<file path="src/rtl/ocs_pkg.sv">
package ocs_pkg;
	localparam int OCS_DATA_W = 24;
	localparam int OCS_CH_W = 4;
	localparam int OCS_CNT_W = 16;
	localparam int OCS_EXC_HOLD = 64;
	localparam int OCS_GUARD_W = 2;

	typedef enum logic [2:0] {
		ST_IDLE = 3'h0,
		ST_SELECT = 3'h1,
		ST_SETTLE = 3'h3,
		ST_CONVERT = 3'h2,
		ST_WAIT = 3'h6,
		ST_COMBINE = 3'h7,
		ST_DONE = 3'h5,
		ST_BGWRITE = 3'h4
	} ocs_state_t;

	localparam logic [2:0] MODE_SE_VOLT = 3'h0;
	localparam logic [2:0] MODE_SE_TC = 3'h1;
	localparam logic [2:0] MODE_DIFF = 3'h2;
	localparam logic [2:0] MODE_SE_RATIO = 3'h3;
	localparam logic [2:0] MODE_DIFF_RATIO = 3'h4;

	localparam logic [1:0] PH_ONE = 2'h0;
	localparam logic [1:0] PH_TWO = 2'h1;
	localparam logic [1:0] PH_FOUR = 2'h3;
	localparam int SHIFT_TWO = 1;
	localparam int SHIFT_FOUR = 2;

	function automatic logic ocs_is_diff(input logic [2:0] m);
		return (m == MODE_DIFF) || (m == MODE_DIFF_RATIO);
	endfunction : ocs_is_diff

	function automatic logic ocs_is_ratio(input logic [2:0] m);
		return (m == MODE_SE_RATIO) || (m == MODE_DIFF_RATIO);
	endfunction : ocs_is_ratio

	function automatic logic ocs_is_se_direct(input logic [2:0] m);
		return (m == MODE_SE_VOLT) || (m == MODE_SE_TC);
	endfunction : ocs_is_se_direct
endpackage : ocs_pkg

</file>
<file path="src/rtl/ocs_mem_if.sv">
interface ocs_mem_if #(parameter int DATA_W = 24, parameter int CH_W = 4);
	logic we;
	logic [CH_W-1:0] waddr;
	logic signed [DATA_W-1:0] wdata;
	logic [CH_W-1:0] raddr;
	logic signed [DATA_W-1:0] rdata;

	modport user (output we, output waddr, output wdata, output raddr, input rdata);
	modport mem (input we, input waddr, input wdata, input raddr, output rdata);
endinterface : ocs_mem_if

</file>
<file path="src/rtl/ocs_offset_mem.sv">
module ocs_offset_mem #(
	parameter int DATA_W = 24,
	parameter int CH_W = 4
) (
	input wire logic core_clk_i,
	input wire logic reset_i,
	ocs_mem_if.mem port
);
	// Offsets live in plain storage; only the read port is registered, so no reset on the array.
	logic signed [DATA_W-1:0] store [2**CH_W];
	logic signed [DATA_W-1:0] rdata_r;

	always_ff @(posedge core_clk_i) begin
		if (port.we) begin
			store[port.waddr] <= port.wdata;
		end
	end

	always_ff @(posedge core_clk_i or posedge reset_i) begin
		if (reset_i) begin
			rdata_r <= '0;
		end else if (port.we && (port.waddr == port.raddr)) begin
			rdata_r <= port.wdata;
		end else begin
			rdata_r <= store[port.raddr];
		end
	end

	assign port.rdata = rdata_r;
endmodule : ocs_offset_mem

</file>
<file path="src/rtl/ocs_sequencer.sv">
// Overview of operation
// - Input reversal: normal then swapped, subtract.
// - Excitation reversal: subtract opposite results, halve.
// - Both: select, then four polarity phases.
// - Same settling delay before every sub-measurement.
// - Each excitation polarity held identical time.
// - Single-ended ratiometric uses self-calibration offset.
// - No reversal: subtract grounded-amplifier offset.
// - Differential offset taken during background calibration.
// - Single-ended volt/TC offset-at-start measures grounded offset first.
// - Offset-at-start clear: use stored calibration offset.
// - Disabled options still get stored offset correction.
module ocs_sequencer import ocs_pkg::*; #(
	parameter int DATA_W = OCS_DATA_W,
	parameter int CH_W = OCS_CH_W,
	parameter int CNT_W = OCS_CNT_W,
	parameter int EXC_HOLD_CYCLES = OCS_EXC_HOLD
) (
	input wire logic core_clk_i,
	input wire logic reset_i,
	input wire logic start_i,
	input wire logic [2:0] mode_i,
	input wire logic [CH_W-1:0] channel_i,
	input wire logic input_reversal_enable_i,
	input wire logic excitation_reversal_enable_i,
	input wire logic offset_at_start_enable_i,
	input wire logic [CNT_W-1:0] settle_cycles_i,
	input wire logic bgcal_start_i,
	input wire logic [CH_W-1:0] bgcal_channel_i,
	input wire logic adc_done_i,
	input wire logic signed [DATA_W-1:0] adc_data_i,
	output logic adc_start_o,
	output logic terminal_select_o,
	output logic [CH_W-1:0] terminal_channel_o,
	output logic input_swap_o,
	output logic excitation_on_o,
	output logic excitation_negative_o,
	output logic amp_ground_o,
	output logic busy_o,
	output logic done_o,
	output logic signed [DATA_W-1:0] result_o
);
	localparam int AW = DATA_W + OCS_GUARD_W;
	typedef logic signed [AW-1:0] ocs_acc_t;

	if (DATA_W < 8 || CH_W < 1 || CNT_W < 2 || EXC_HOLD_CYCLES < 1 || EXC_HOLD_CYCLES >= 2**CNT_W) begin : g_bad_cfg
		$error("ocs_sequencer: unsupported parameter values");
	end

	localparam logic [CNT_W-1:0] HOLD_LOAD = CNT_W'(EXC_HOLD_CYCLES);
	localparam logic [CNT_W-1:0] CNT_ZERO = '0;

	typedef struct packed {
		ocs_state_t st;
		logic [2:0] mode;
		logic [CH_W-1:0] chan;
		logic rev_in;
		logic rev_ex;
		logic [1:0] last;
		logic [1:0] phase;
		logic ofs_phase;
		logic bg;
		logic use_mem;
		logic got;
		logic [CNT_W-1:0] settle;
		logic [CNT_W-1:0] cnt;
		logic [CNT_W-1:0] hold;
		ocs_acc_t acc;
		logic signed [DATA_W-1:0] ofs;
		logic adc_start;
		logic sel;
		logic swap;
		logic exc_on;
		logic exc_neg;
		logic gnd;
		logic busy;
		logic done;
		logic signed [DATA_W-1:0] result;
	} ocs_state_s_t;

	ocs_state_s_t s_r;
	ocs_state_s_t s_nxt;
	ocs_mem_if #(.DATA_W(DATA_W), .CH_W(CH_W)) mif ();

	ocs_offset_mem #(.DATA_W(DATA_W), .CH_W(CH_W)) u_offset_mem (
		.core_clk_i(core_clk_i),
		.reset_i(reset_i),
		.port(mif.mem)
	);

	assign mif.we = (s_r.st == ST_BGWRITE);
	assign mif.waddr = s_r.chan;
	assign mif.wdata = s_r.ofs;
	assign mif.raddr = s_r.chan;

	always_comb begin
		ocs_acc_t sample;
		ocs_acc_t offs;
		logic neg;
		s_nxt = s_r;
		sample = ocs_acc_t'(adc_data_i);
		offs = s_r.use_mem ? ocs_acc_t'(mif.rdata) : ocs_acc_t'(s_r.ofs);
		neg = s_r.exc_neg ^ s_r.swap;
		s_nxt.adc_start = 1'b0;
		s_nxt.done = 1'b0;
		case (s_r.st)
			ST_IDLE: begin
				s_nxt.busy = 1'b0;
				if (start_i) begin
					s_nxt.busy = 1'b1;
					s_nxt.mode = mode_i;
					s_nxt.chan = channel_i;
					s_nxt.settle = settle_cycles_i;
					s_nxt.rev_in = input_reversal_enable_i && ocs_is_diff(mode_i);
					s_nxt.rev_ex = excitation_reversal_enable_i && ocs_is_ratio(mode_i);
					if (s_nxt.rev_in && s_nxt.rev_ex) begin
						s_nxt.last = PH_FOUR;
					end else if (s_nxt.rev_in || s_nxt.rev_ex) begin
						s_nxt.last = PH_TWO;
					end else begin
						s_nxt.last = PH_ONE;
					end
					// An offset measured right now beats a stale calibration value.
					s_nxt.ofs_phase = offset_at_start_enable_i && ocs_is_se_direct(mode_i);
					s_nxt.use_mem = !s_nxt.ofs_phase;
					s_nxt.bg = 1'b0;
					s_nxt.phase = 2'h0;
					s_nxt.acc = '0;
					s_nxt.st = ST_SELECT;
				end else if (bgcal_start_i) begin
					// Differential offsets are refreshed here, never inside a measurement.
					s_nxt.busy = 1'b1;
					s_nxt.chan = bgcal_channel_i;
					s_nxt.settle = settle_cycles_i;
					s_nxt.bg = 1'b1;
					s_nxt.ofs_phase = 1'b1;
					s_nxt.rev_in = 1'b0;
					s_nxt.rev_ex = 1'b0;
					s_nxt.mode = MODE_DIFF;
					s_nxt.phase = 2'h0;
					s_nxt.acc = '0;
					s_nxt.st = ST_SELECT;
				end
			end
			ST_SELECT: begin
				s_nxt.sel = 1'b1;
				s_nxt.gnd = s_r.ofs_phase;
				s_nxt.swap = 1'b0;
				s_nxt.exc_neg = 1'b0;
				s_nxt.exc_on = !s_r.ofs_phase && ocs_is_ratio(s_r.mode);
				s_nxt.cnt = s_r.settle;
				s_nxt.st = ST_SETTLE;
			end
			ST_SETTLE: begin
				// Every phase waits the same programmed interval.
				if (s_r.cnt == CNT_ZERO) begin
					s_nxt.adc_start = 1'b1;
					s_nxt.st = ST_CONVERT;
				end else begin
					s_nxt.cnt = s_r.cnt - 1'b1;
				end
			end
			ST_CONVERT: begin
				s_nxt.hold = HOLD_LOAD;
				s_nxt.got = 1'b0;
				s_nxt.st = ST_WAIT;
			end
			ST_WAIT: begin
				// Excitation drops at a fixed count, not at conversion end, so both polarities match.
				if (s_r.hold != CNT_ZERO) begin
					s_nxt.hold = s_r.hold - 1'b1;
				end else begin
					s_nxt.exc_on = 1'b0;
				end
				if (adc_done_i && !s_r.got) begin
					s_nxt.got = 1'b1;
					if (s_r.ofs_phase) begin
						s_nxt.ofs = adc_data_i;
					end else if (neg) begin
						s_nxt.acc = ocs_acc_t'(s_r.acc - sample);
					end else begin
						s_nxt.acc = ocs_acc_t'(s_r.acc + sample);
					end
				end
				if ((s_r.got || adc_done_i) && (s_r.hold == CNT_ZERO || !s_r.exc_on)) begin
					s_nxt.cnt = s_r.settle;
					s_nxt.exc_on = ocs_is_ratio(s_r.mode) && !s_r.bg;
					if (s_r.bg) begin
						s_nxt.gnd = 1'b0;
						s_nxt.exc_on = 1'b0;
						s_nxt.st = ST_BGWRITE;
					end else if (s_r.ofs_phase) begin
						s_nxt.ofs_phase = 1'b0;
						s_nxt.gnd = 1'b0;
						s_nxt.st = ST_SETTLE;
					end else if (s_r.phase == s_r.last) begin
						s_nxt.exc_on = 1'b0;
						s_nxt.st = ST_COMBINE;
					end else begin
						s_nxt.phase = s_r.phase + 2'h1;
						// Excitation flips every phase; inputs flip after it or alone.
						if (s_r.rev_ex) begin
							s_nxt.exc_neg = !s_r.exc_neg;
							s_nxt.swap = s_r.rev_in ? s_nxt.phase[1] : 1'b0;
						end else begin
							s_nxt.swap = !s_r.swap;
						end
						s_nxt.st = ST_SETTLE;
					end
				end
			end
			ST_COMBINE: begin
				s_nxt.sel = 1'b0;
				s_nxt.swap = 1'b0;
				s_nxt.exc_neg = 1'b0;
				case (s_r.last)
					PH_ONE: s_nxt.result = DATA_W'(ocs_acc_t'(s_r.acc - offs));
					PH_TWO: s_nxt.result = DATA_W'(s_r.acc >>> SHIFT_TWO);
					default: s_nxt.result = DATA_W'(s_r.acc >>> SHIFT_FOUR);
				endcase
				s_nxt.done = 1'b1;
				s_nxt.st = ST_DONE;
			end
			ST_DONE: begin
				s_nxt.busy = 1'b0;
				s_nxt.st = ST_IDLE;
			end
			ST_BGWRITE: begin
				s_nxt.sel = 1'b0;
				s_nxt.bg = 1'b0;
				s_nxt.busy = 1'b0;
				s_nxt.st = ST_IDLE;
			end
			default: begin
				s_nxt = '0;
				s_nxt.st = ST_IDLE;
			end
		endcase
	end

	always_ff @(posedge core_clk_i or posedge reset_i) begin
		if (reset_i) begin
			s_r <= '0;
		end else begin
			s_r <= s_nxt;
		end
	end

	assign adc_start_o = s_r.adc_start;
	assign terminal_select_o = s_r.sel;
	assign terminal_channel_o = s_r.chan;
	assign input_swap_o = s_r.swap;
	assign excitation_on_o = s_r.exc_on;
	assign excitation_negative_o = s_r.exc_neg;
	assign amp_ground_o = s_r.gnd;
	assign busy_o = s_r.busy;
	assign done_o = s_r.done;
	assign result_o = s_r.result;

	logic [CNT_W-1:0] settle_seen_r;
	logic [CNT_W-1:0] exc_len_r;
	logic [CNT_W-1:0] exc_first_r;
	logic [2:0] starts_r;
	logic exc_seg_end;
	// A polarity ends when excitation drops or flips, so both cases close the same count.
	assign exc_seg_end = s_r.exc_on && (!s_nxt.exc_on || (s_nxt.exc_neg != s_r.exc_neg));
	always_ff @(posedge core_clk_i or posedge reset_i) begin
		if (reset_i) begin
			settle_seen_r <= '0;
			exc_len_r <= '0;
			exc_first_r <= '0;
			starts_r <= '0;
		end else begin
			settle_seen_r <= (s_r.st == ST_SETTLE) ? settle_seen_r + 1'b1 : '0;
			exc_len_r <= (s_r.exc_on && !exc_seg_end) ? exc_len_r + 1'b1 : '0;
			if (s_r.st == ST_IDLE) begin
				exc_first_r <= '0;
				starts_r <= '0;
			end else begin
				if (exc_seg_end && exc_first_r == '0) begin
					exc_first_r <= exc_len_r;
				end
				if (s_r.adc_start) begin
					starts_r <= starts_r + 3'h1;
				end
			end
		end
	end
endmodule : ocs_sequencer

</file>
<file path="config.mk">
export PLATFORM = sky130hd
export DESIGN_NAME = ocs_sequencer
export DESIGN_NICKNAME = d
export VERILOG_FILES = /design/src/rtl/ocs_pkg.sv /design/src/rtl/ocs_mem_if.sv /design/src/rtl/ocs_offset_mem.sv /design/src/rtl/ocs_sequencer.sv
export SDC_FILE = /design/constraint.sdc
export NUM_CORES = 1
export LEC_CHECK = 0
export ABC_AREA = 1
export ABC_CLOCK_PERIOD_IN_PS = 5500
export BUFFER_PORTS_ARGS = -buffer_cell sky130_fd_sc_hd__buf_2
export CAP_MARGIN = 20
export CORE_MARGIN = 1.5
export CORE_UTILIZATION = 30
export CTS_CLUSTER_DIAMETER = 200
export DETAILED_ROUTE_END_ITERATION = 6
export GPL_ROUTABILITY_DRIVEN = 0
export REMOVE_ABC_BUFFERS = 1
export SYNTH_ARGS = -nofsm -noshare
export SYNTH_HDL_FRONTEND = slang
export SYNTH_SLANG_ARGS = --single-unit
</file>
<file path="constraint.sdc">
create_clock -name core_clk_i -period 5.5 [get_ports core_clk_i]
set_input_delay 0.55 -clock core_clk_i [delete_from_list [all_inputs] [get_ports core_clk_i]]
set_output_delay 0.55 -clock core_clk_i [all_outputs]
set_load 0.01 [all_outputs]
</file>
; After elaboration in Yosys (flattened, before gate mapping)
; Memories as Yosys holds them, arrays and structs flattened. A register that Yosys moved wholly into a read port is not among the register bits.
; Index checks and enable logic that the tools add are counted.
[totals]
elab_cells = 178
output_inout_bits = 36
register_bits = 150
mem_count = 1
latch_bits = 0
mem_bits_ro = 0
ram_bits = 384
[memory_table]
columns = memory, depth, width, rd, rd_ports_with_merged_regs, wr, line_no
row1 = u_offset_mem.store, 16, 24, 1, 1, 1, ocs_offset_mem.sv:10  ; logic signed [DATA_W-1:0] store [2**CH_W];
[classes]
n_reduce_logical = 55
order_cmp = 0
eq_ne = 27
n_bitwise = 1
div = 0
n_addsub = 6
n_shift = 0
muxes = 63
mul = 0
[op_table]
columns = operator, n
row1 = two-way mux 26 bit, 4
row2 = two-way mux 16 bit, 5
row3 = one-hot mux 26 bit (2 select lines), 1
row4 = two-way mux 50 bit, 1
row5 = two-way mux 24 bit, 2
row6 = one-hot mux 16 bit (3 select lines), 1
row7 = one-hot mux 24 bit (2 select lines), 1
row8 = zero test 16 bit, 2
row9 = one-hot mux 16 bit (2 select lines), 1
row10 = subtractor 16 x 1 -> 16 bit (second input constant), 2
row11 = adder 26 x 24 -> 26 bit, 1
row12 = subtractor 26 x 24 -> 26 bit, 1
row13 = two-way mux 25 bit, 1
row14 = two-way mux 12 bit, 2
row15 = two-way mux 3 bit, 8
row16 = subtractor 24 bit, 1
row17 = one-hot mux 3 bit (7 select lines), 1
row18 = two-way mux 1 bit, 20
row19 = == test 3 bit (second input constant), 6
row20 = != test 2 bit (second input constant), 9
row21 = one-hot mux 1 bit (2 select lines), 8
row22 = nonzero test 16 bit, 1
row23 = nonzero test 2 bit, 8
row24 = == test 3 x 2 -> 1 bit (second input constant), 5
row25 = 21 further kinds, 60

; Logic depth before layout (Yosys ltp)
; Gate-level depths: netlist (run 1).
[logic_depth]
ltp_word = 8
ltp_mapped = 23

; Cells and area by module
; A second synthesis (run 1) with hierarchy kept.
[unflattened]
hier_cells = 3354
area_unflattened_um2 = 29161.7
[by_module_without_submodules]
columns = mod, instances, area_each_um2, cells_per_inst
row1 = ocs_offset_mem, 1, 17710.7, 1689
row2 = ocs_sequencer, 1, 11451.0, 1665

; Worst setup path after synthesis (run 1)
; Ideal clock, no wire load.
[synth_timing]
path_kind = input-to-reg
startpoint = input port adc_data_i[0]
endpoint = register s_r[76] (netlist bit)
n_path_buf = 0
t_required_ps = 5383
path_stages = 20
t_arrival_ps = 2835
setup_slack_ps = 2548
path_cell_list = inv_1 > ha_1 > nand3_1 > inv_1 > nand2_1 > nand2_1 > o211ai_1 > nor2_1 > o21ai_0 > xor2_1 > ha_1 > nand2_1 > nor2_1 > inv_1 > nor3_1 > nand4_1 > nand3_1 > nand2_1 > nand3_1 > nand2_1
[synth_between]
elab_chain_len = 5
elab_cells_between_ends = 6
[synth_rtl]
columns = element, line_no
row1 = from (decl), ocs_sequencer.sv:31  ; input wire logic signed [DATA_W-1:0] adc_data_i,
row2 = adder 26 x 24 -> 26 bit or subtractor 26 x 24 -> 26 bit (tied branches), "ocs_sequencer.sv:182, ocs_sequencer.sv:180"
row3 = two-way mux 26 bit (*), ocs_sequencer.sv:179  ; end else if (neg) begin
row4 = two-way mux 26 bit (*), ocs_sequencer.sv:177  ; if (s_r.ofs_phase) begin
row5 = two-way mux 50 bit (*), ocs_sequencer.sv:175  ; if (adc_done_i && !s_r.got) begin
row6 = one-hot mux 26 bit (2 select lines) (*), ocs_sequencer.sv:106  ; case (s_r.st)
row7 = to (signal assigned), ocs_sequencer.sv:245  ; s_r <= s_nxt;
row8 = to (decl), ocs_sequencer.sv:81  ; ocs_state_s_t s_r;
; Every way passes the cells marked *; elsewhere a longest branch is shown, timed or not. The select of a mux whose other input is x is not followed.
; A chain may end at the register's enable or synchronous reset.

; Worst setup path in the final report (run 1)
[layout_timing]
startpoint = register s_r, in the netlist excitation_negative_o
endpoint = register s_r[69] (netlist bit)
[layout_between]
elab_chain_len = 5
[layout_rtl]
columns = element, line_no
row1 = XOR 1 bit, ocs_sequencer.sv:103  ; neg = s_r.exc_neg ^ s_r.swap;
row2 = two-way mux 26 bit, ocs_sequencer.sv:179
row3 = two-way mux 26 bit, ocs_sequencer.sv:177
row4 = two-way mux 50 bit, ocs_sequencer.sv:175
row5 = one-hot mux 26 bit (2 select lines), ocs_sequencer.sv:106
; Every way passes these cells. The select of a mux whose other input is x is not followed.

==> results of run 1 <==
## worst max-delay path, delay by kind of cell (launching register included)
| kind | cells | cell delay (ps) |
|---|---|---|
| and+or+nand+nor | 9 | 1440 |
| AOI/OAI and AO/OA | 3 | 630 |
| buffers and inverters | 3 | 440 |
| DFF | 1 | 420 |
| adders and majority gates | 1 | 350 |
| xor gates and xnor gates | 1 | 170 |
## area by class of cell
cell class / count / area [µm²] / area share [%]
Sequential cell: 558 / 15900 / 52.5
Multi-Input combinational cell: 1762 / 9380 / 31.0
Tap cell: 1165 / 1460 / 4.82
Clock buffer: 61 / 1410 / 4.66
Inverter: 235 / 893 / 2.95
Timing Repair Buffer: 126 / 806 / 2.66
Clock inverter: 39 / 420 / 1.39
## power by group
part	total, mW	leakage (nW)	switching, mW	internal (mW)
combinational	7.45	5.93	5.02	2.43
clock	3.85	0.904	1.70	2.15
sequential	6.43	5.72	0.965	5.47
## path summary, 6_finish.rpt
path,to,slack [ps],cells past startpoint
min in group core_clk_i,s_r[127],120,3
worst min-delay path,s_r[57],40,2
worst min register to register,s_r[115],470,2
max in group asynchronous,s_r[137],4130,3
worst max-delay path,s_r[69],1940,17
worst max register to register,s_r[69],1940,17
## registers in the layout, summed over array words and instances (netlist names)
name / cells
terminal_channel_o: 4
mif.wdata: 24
amp_ground_o: 1
input_swap_o: 1
excitation_on_o: 1
done_o: 1
s_r: 90
busy_o: 1
result_o: 24
terminal_select_o: 1
u_offset_mem.store: 384
u_offset_mem.port.rdata: 24
adc_start_o: 1
excitation_negative_o: 1
## metal layers
metal / vias to the layer above / global-route usage, % / routed length [µm] / part of all wire [%]
met5: - / 0 / 0 / 0
met4: 0 / 4.49 / 1710 / 2.2
met3: 90 / 1.87 / 3860 / 5.1
met2: 544 / 28.3 / 37300 / 49
met1: 9599 / 22.2 / 33100 / 44
li1: 9352 / - / - / -
## stage by stage
stage          utilization [%]  hold WS [ps]  instance area (µm²)  total power [mW]
6_report                  34.3          42.8                30300              17.7
5_1_grt                   34.3           108                30300              19.0
4_1_cts                   34.2          84.8                30200              17.8
3_5_place_dp              32.1           462                28300              13.9
3_3_place_gp              32.1           465                28300              13.8
2_1_floorplan                -           444                26000              11.2
## placed cells by master, fill, tap and decap left out, types with 94 or more instances in the layout
cell and instances:
a21oi_1 99, nand2_1 718, dfrtp_1 174, edfxtp_1 384, inv_1 225, buf_2 94
nor2_1 193, nand3_1 116, a22oi_1 194, o21ai_0 102
## logic make-up after synthesis
logic type                 after synthesis  synth area share [%]
xor gates and xnor gates                45                  1.48
buffers and inverters                  352                  5.73
DFF                                    558                  59.5
and+or+nand+nor                       1153                  17.9
adders and majority gates               53                  2.54
muxes                                   29                  1.12
AOI/OAI and AO/OA                      482                  11.7
==> results.sh, run 1 <==
export IMPL_syn_area_per_cell_um2=9.99
export IMPL_ant_nets=0
export IMPL_die_w_um=301
export IMPL_syn_area_mm2=0.0267
export IMPL_post_place_ws_ps=1870
export IMPL_slew_viol_final=0
export IMPL_syn_inst=2672
export IMPL_drive_above_1_share_pct=10.4
export IMPL_layout_min_cycle_time_ps=3560
export IMPL_grt_first_pass_wirelength_um=116000
export IMPL_fin_skew_ps=33.7
export IMPL_wl_per_cell_um=19.2
export IMPL_crit_type="reg2reg"
export IMPL_slew_headroom_pct=23.8
export IMPL_num_rows=109
export IMPL_nets=2849
export IMPL_drtPass1Iterations=5
export IMPL_worst_slew_pin_slew_ps=1140
export IMPL_cap_violations=0
export IMPL_setup_viol=0
export IMPL_crit_path_cell_trace="inv_1 -> nand2_1 -> nand2_2 -> inv_1 -> nand2_1 -> o21ai_0 -> xor2_1 -> ha_1 -> nand2_1 -> inv_1 -> a21oi_1 -> nand3_1 -> nand2_1 -> nand3_1 -> nand2_1 -> nand2_1 -> o21ai_0"
export IMPL_final_hold_violation_count=0
export IMPL_tritoncts="done"
export IMPL_fillCellCount=8911
export IMPL_finalWirelength_um=75900
export IMPL_area_delta_synth_final_pct=13.4
export IMPL_power_per_cell_area_mw_per_mm2=586
export IMPL_die_area_mm2=0.0907
export IMPL_p_leak_nw=12.6
export IMPL_grt_antenna_before_repair=0
export IMPL_worstPathMaxFanout=15
export IMPL_grt_usage_pct=16.6
export IMPL_period_share_pct=64.8
export IMPL_status="complete, no violations"
export IMPL_first_iter_violations=1522
export IMPL_ctsRootBufferMaster="clkbuf_16"
export IMPL_cts_inserted_buffers=54
export IMPL_yosys_register_bits=558
export IMPL_arrival_ps=4110
export IMPL_synthFlopType="edfxtp_1"
export IMPL_crit_top_cell="nand2_1"
export IMPL_dp_hpwl_um=49200
export IMPL_post_cts_buffers=0
export IMPL_rsz0062_at_grt="no"
export IMPL_ys_seq_area_share_pct=59.5
export IMPL_fin_cells=3946
export IMPL_synth_most_common_cell="nand2_1"
export IMPL_synth_cell_types=51
export IMPL_synth_top_cell_area_share_pct=43.2
export IMPL_via_per_inst=4.96
export IMPL_design_core_area_mm2=0.0882
export IMPL_synth_warnings=0
export IMPL_worstSetupEndpointType="flop"
export IMPL_post_route_drc_count=0
export IMPL_cts_hold_buf=0
export IMPL_fin_setup_tns_ps=0
export IMPL_final_setup_worst_slack_ps=1940
export IMPL_critical_path_required_ps=6040
export IMPL_clock_latency_ps=630
export IMPL_yosys_area_top_type="edfxtp_1"
export IMPL_hold_class="in2async"
export IMPL_synth_area_leaders="edfxtp_1 (43%), dfrtp_1 (16%), nand2_1 (10%)"
export IMPL_port_buffers=94
export IMPL_grt_ovfl_total=0
export IMPL_clk_pin_slew_ps=70
export IMPL_grt_pass1_vias=18664
export IMPL_fp_dieH_um=301
export IMPL_vias=19585
export IMPL_rr_startpoint="excitation_negative_o"
export IMPL_yosys_top_cells_count="nand2_1 (718), edfxtp_1 (384), inv_1 (226), nor2_1 (212), a22oi_1 (194)"
export IMPL_cts_resized=0
export IMPL_clockBufferDepth=3
export IMPL_fmax_mhz=281
export IMPL_critPathLaunchType="flop"
export IMPL_dpl_cell_count=3842
export IMPL_cts_max_level=2
export IMPL_max_vdd_ir_drop_v=0.000309
export IMPL_slowest_stage="dfrtp_1"
export IMPL_max_stage_delay_ps=420
export IMPL_startpoint="excitation_negative_o"
export IMPL_num_antenna_cells=0
export IMPL_synth_edff_count=384
export IMPL_grt_max_degree=106
export IMPL_pin_count=95
export IMPL_initial_utilization_pct=30.2
export IMPL_cts_sinks=558
export IMPL_synthArstFlopShare_pct=31.2
No activity file was read; power rests on OpenSTA's default activity.
==> run 2: changes to the inputs <==
ABC_AREA = 0   (was 1)
ABC_CLOCK_PERIOD_IN_PS = 2900   (was 5500)
clock period = 2.9 ns   (was 5.5 ns; I/O delays follow)
==> run 2 against run 1 <==
Effect of this change: the flow now finishes with violations (negative setup slack); clock skew rose by 9.8 ps; critical path type unchanged; synthesized cell count decreased by 30%; sequential cell count unchanged; sequential power rose by 82%; global-route usage shrank 0.90 points; hold slack improved by 9.8 ps.
==> results.sh, run 2 <==
export IMPL_grt_antenna_before_repair=3
export IMPL_status="finished, violations left"
export IMPL_cts_sinks=558
export IMPL_grt_first_pass_wirelength_um=108000
export IMPL_grt_max_degree=71
export IMPL_rsz0062_at_grt="yes"
export IMPL_power_per_cell_area_mw_per_mm2=1080
export IMPL_worst_slew_pin_slew_ps=866
export IMPL_synth_top_cell_area_share_pct=44.1
export IMPL_port_buffers=94
export IMPL_clk_pin_slew_ps=60
export IMPL_slew_headroom_pct=42.2
export IMPL_via_per_inst=5.10
export IMPL_hold_path_depth=2
export IMPL_num_rows=108
export IMPL_fp_dieH_um=298
export IMPL_clockBufferDepth=3
export IMPL_nets=2366
export IMPL_synthFlopType="edfxtp_1"
export IMPL_yosys_area_top_type="edfxtp_1"
export IMPL_max_vdd_ir_drop_v=0.000541
export IMPL_rr_startpoint="excitation_negative_o"
export IMPL_dp_hpwl_um=50500
export IMPL_ys_seq_area_share_pct=60.7
export IMPL_post_route_drc_count=0
export IMPL_wl_per_cell_um=20.5
export IMPL_yosys_top_cells_count="edfxtp_1 (384), dfrtp_1 (174), nand2_1 (165), mux4_2 (120), nor2_1 (117)"
export IMPL_fmax_mhz=322
export IMPL_fin_util_pct=37.9
export IMPL_worstPathMaxFanout=10
export IMPL_area_delta_synth_final_pct=25.7
export IMPL_yosys_register_bits=558
export IMPL_holdPathEnd="mif.wdata[22]"
export IMPL_tritoncts="done"
export IMPL_largest_registers="u_offset_mem.store (384), s_r (90)"
export IMPL_pin_count=95
export IMPL_synth_edff_count=384
export IMPL_slew_viol_final=0
export IMPL_fin_setup_tns_ps=-1430
export IMPL_worstHoldStart="adc_data_i[22]"
export IMPL_vias=17642
export IMPL_syn_area_per_cell_um2=13.9
export IMPL_max_stage_delay_ps=430
export IMPL_crit_path_cell_trace="xnor2_2 -> buf_12 -> nand2_2 -> xnor2_1 -> ha_1 -> a21o_1 -> a221o_1 -> o2111ai_2 -> buf_6 -> a21oi_2 -> or3_1 -> a32o_1"
export IMPL_synth_cell_types=84
export IMPL_p_leak_nw=12.3
export IMPL_mostFrequentLayoutCells="edfxtp_1 (384), buf_4 (290), dfrtp_1 (169)"
export IMPL_synthArstFlopShare_pct=31.2
export IMPL_reg2reg_to="s_r[72]"
export IMPL_hold_class="in2reg"
export IMPL_grt_ovfl_total=0
export IMPL_initial_utilization_pct=30.2
export IMPL_slowest_stage="dfrtp_2"
export IMPL_cts_max_level=2
export IMPL_crit_type="reg2reg"
export IMPL_critPathLaunchType="flop"
export IMPL_finalWirelength_um=70900
export IMPL_final_common_cell="edfxtp_1"
export IMPL_synth_warnings=0
export IMPL_r2r_cells=12
export IMPL_period_share_pct=107
export IMPL_final_setup_worst_slack_ps=-210
export IMPL_first_iter_violations=1422
export IMPL_setup_viol=14
export IMPL_fin_skew_ps=43.5
export IMPL_synth_area_leaders="edfxtp_1 (44%), dfrtp_1 (17%), mux4_2 (10%)"
export IMPL_regMostFlops="u_offset_mem.store"
export IMPL_design_core_area_mm2=0.0866
export IMPL_worstSetupEndpointType="flop"
export IMPL_cts_inserted_buffers=59
export IMPL_multi_input_area_mm2=0.0101
export IMPL_die_area_mm2=0.0890
export IMPL_cap_violations=0
export IMPL_arrival_ps=3610
export IMPL_largest_reg_flops=384
export IMPL_ant_nets=0
export IMPL_syn_area_mm2=0.0262
export IMPL_drive_above_1_share_pct=33.8
export IMPL_fillCellCount=8106
export IMPL_grt_pass1_vias=18134
export IMPL_finalPower_mw=35.6
export IMPL_grt_usage_pct=15.7
export IMPL_clock_latency_ps=650
export IMPL_fin_cells=3461
export IMPL_layout_min_cycle_time_ps=3110
export IMPL_critical_path_required_ps=3400
export IMPL_dpl_cell_count=3297
export IMPL_violations="negative setup slack"
export IMPL_final_hold_violation_count=0
export IMPL_seq_area_mm2=0.0159
export IMPL_synth_most_common_cell="edfxtp_1"
export IMPL_die_w_um=298
export IMPL_syn_inst=1878
export IMPL_r2r_slack_ps=-210
export IMPL_ctsRootBufferMaster="clkbuf_16"
export IMPL_post_place_ws_ps=-612
export IMPL_drtPass1Iterations=7
-- run 2: cell types whose count changed after synthesis, moves of 27 or more --
| cell | before | now |
|---|---|---|
| a22oi_1 | 194 | 7 |
| buf_2 | 35 | 8 |
| clkbuf_1 | 34 | 76 |
| inv_1 | 226 | 30 |
| mux2_2 | 6 | 49 |
| mux4_2 | 0 | 120 |
| nand2_1 | 718 | 165 |
| nand3_1 | 116 | 24 |
| nor2_1 | 212 | 117 |
-- run 2: cells by family after synthesis --
logic type | after synthesis | share of synthesized area (%)
flops | 558 | 60.7
xor+xnor | 61 | 2.04
compound gates | 388 | 9.86
fa+ha+maj | 53 | 2.59
mux | 205 | 13.8
simple gates | 460 | 8.25
buf+inv | 153 | 2.69
-- run 2: area by class of cell --
type | count | area share (%)
sequential | 558 | 48.4
clock inverter | 30 | 1.05
inverter | 30 | 0.366
clock buffer | 82 | 4.97
tap | 1155 | 4.40
multi-input combinational | 1167 | 30.6
timing repair buffer | 438 | 10.2
antenna | 1 | 0.00761
-- run 2: how the worst max path moves through the flow --
stage	start	end	slack, ps	cells after the start
after detailed placement	adc_data_i[9]	s_r[80]	-610	14
final	excitation_negative_o	s_r[72]	-210	12
after floorplan	terminal_channel_o[0]	u_offset_mem.store[0][0]	-3330	1
after global placement	adc_data_i[9]	s_r[80]	-660	14
after CTS	input_swap_o	s_r[72]	-200	12
after global routing	excitation_negative_o	s_r[72]	-340	12
-- run 2: worst max-delay path, delay by kind of cell, from the launching register on --
family / cells / cell delay [ps]
compound gates: 5 / 1160
flops: 1 / 430
fa+ha+maj: 1 / 330
xor+xnor: 2 / 330
buf+inv: 2 / 330
simple gates: 2 / 390
-- run 2: per-stage QoR --
step / hold slack (ps) / instance area, µm²
after floorplan: 395 / 25600
after global routing: 20.8 / 32900
after CTS: 2.30 / 32400
final: 52.6 / 32900
after detailed placement: 390 / 29900
after global placement: 386 / 29900
-- run 2: power by group --
group	leakage (nW)	switching, mW	internal (mW)	total (mW)
clock network	0.957	3.19	4.41	7.59
logic	5.70	8.50	7.82	16.3
registers	5.67	1.25	10.5	11.7
-- run 2: timing repair --
action	4_1_cts	5_1_grt
pin swaps	11	38
hold buffers	33	0
gates resized for setup	42	72
setup endpoints to repair	29	30
endpoints found under the hold margin	97	0
buffers inserted	7	13
-- run 2: layer usage --
layer	global-route usage, %	vias to the layer above	part of all wire (%)
met5	0	-	0.031
met4	4.13	4	2.3
met3	3.29	118	6.3
met2	27.4	504	51
met1	19.6	8979	41
li1	-	8037	-
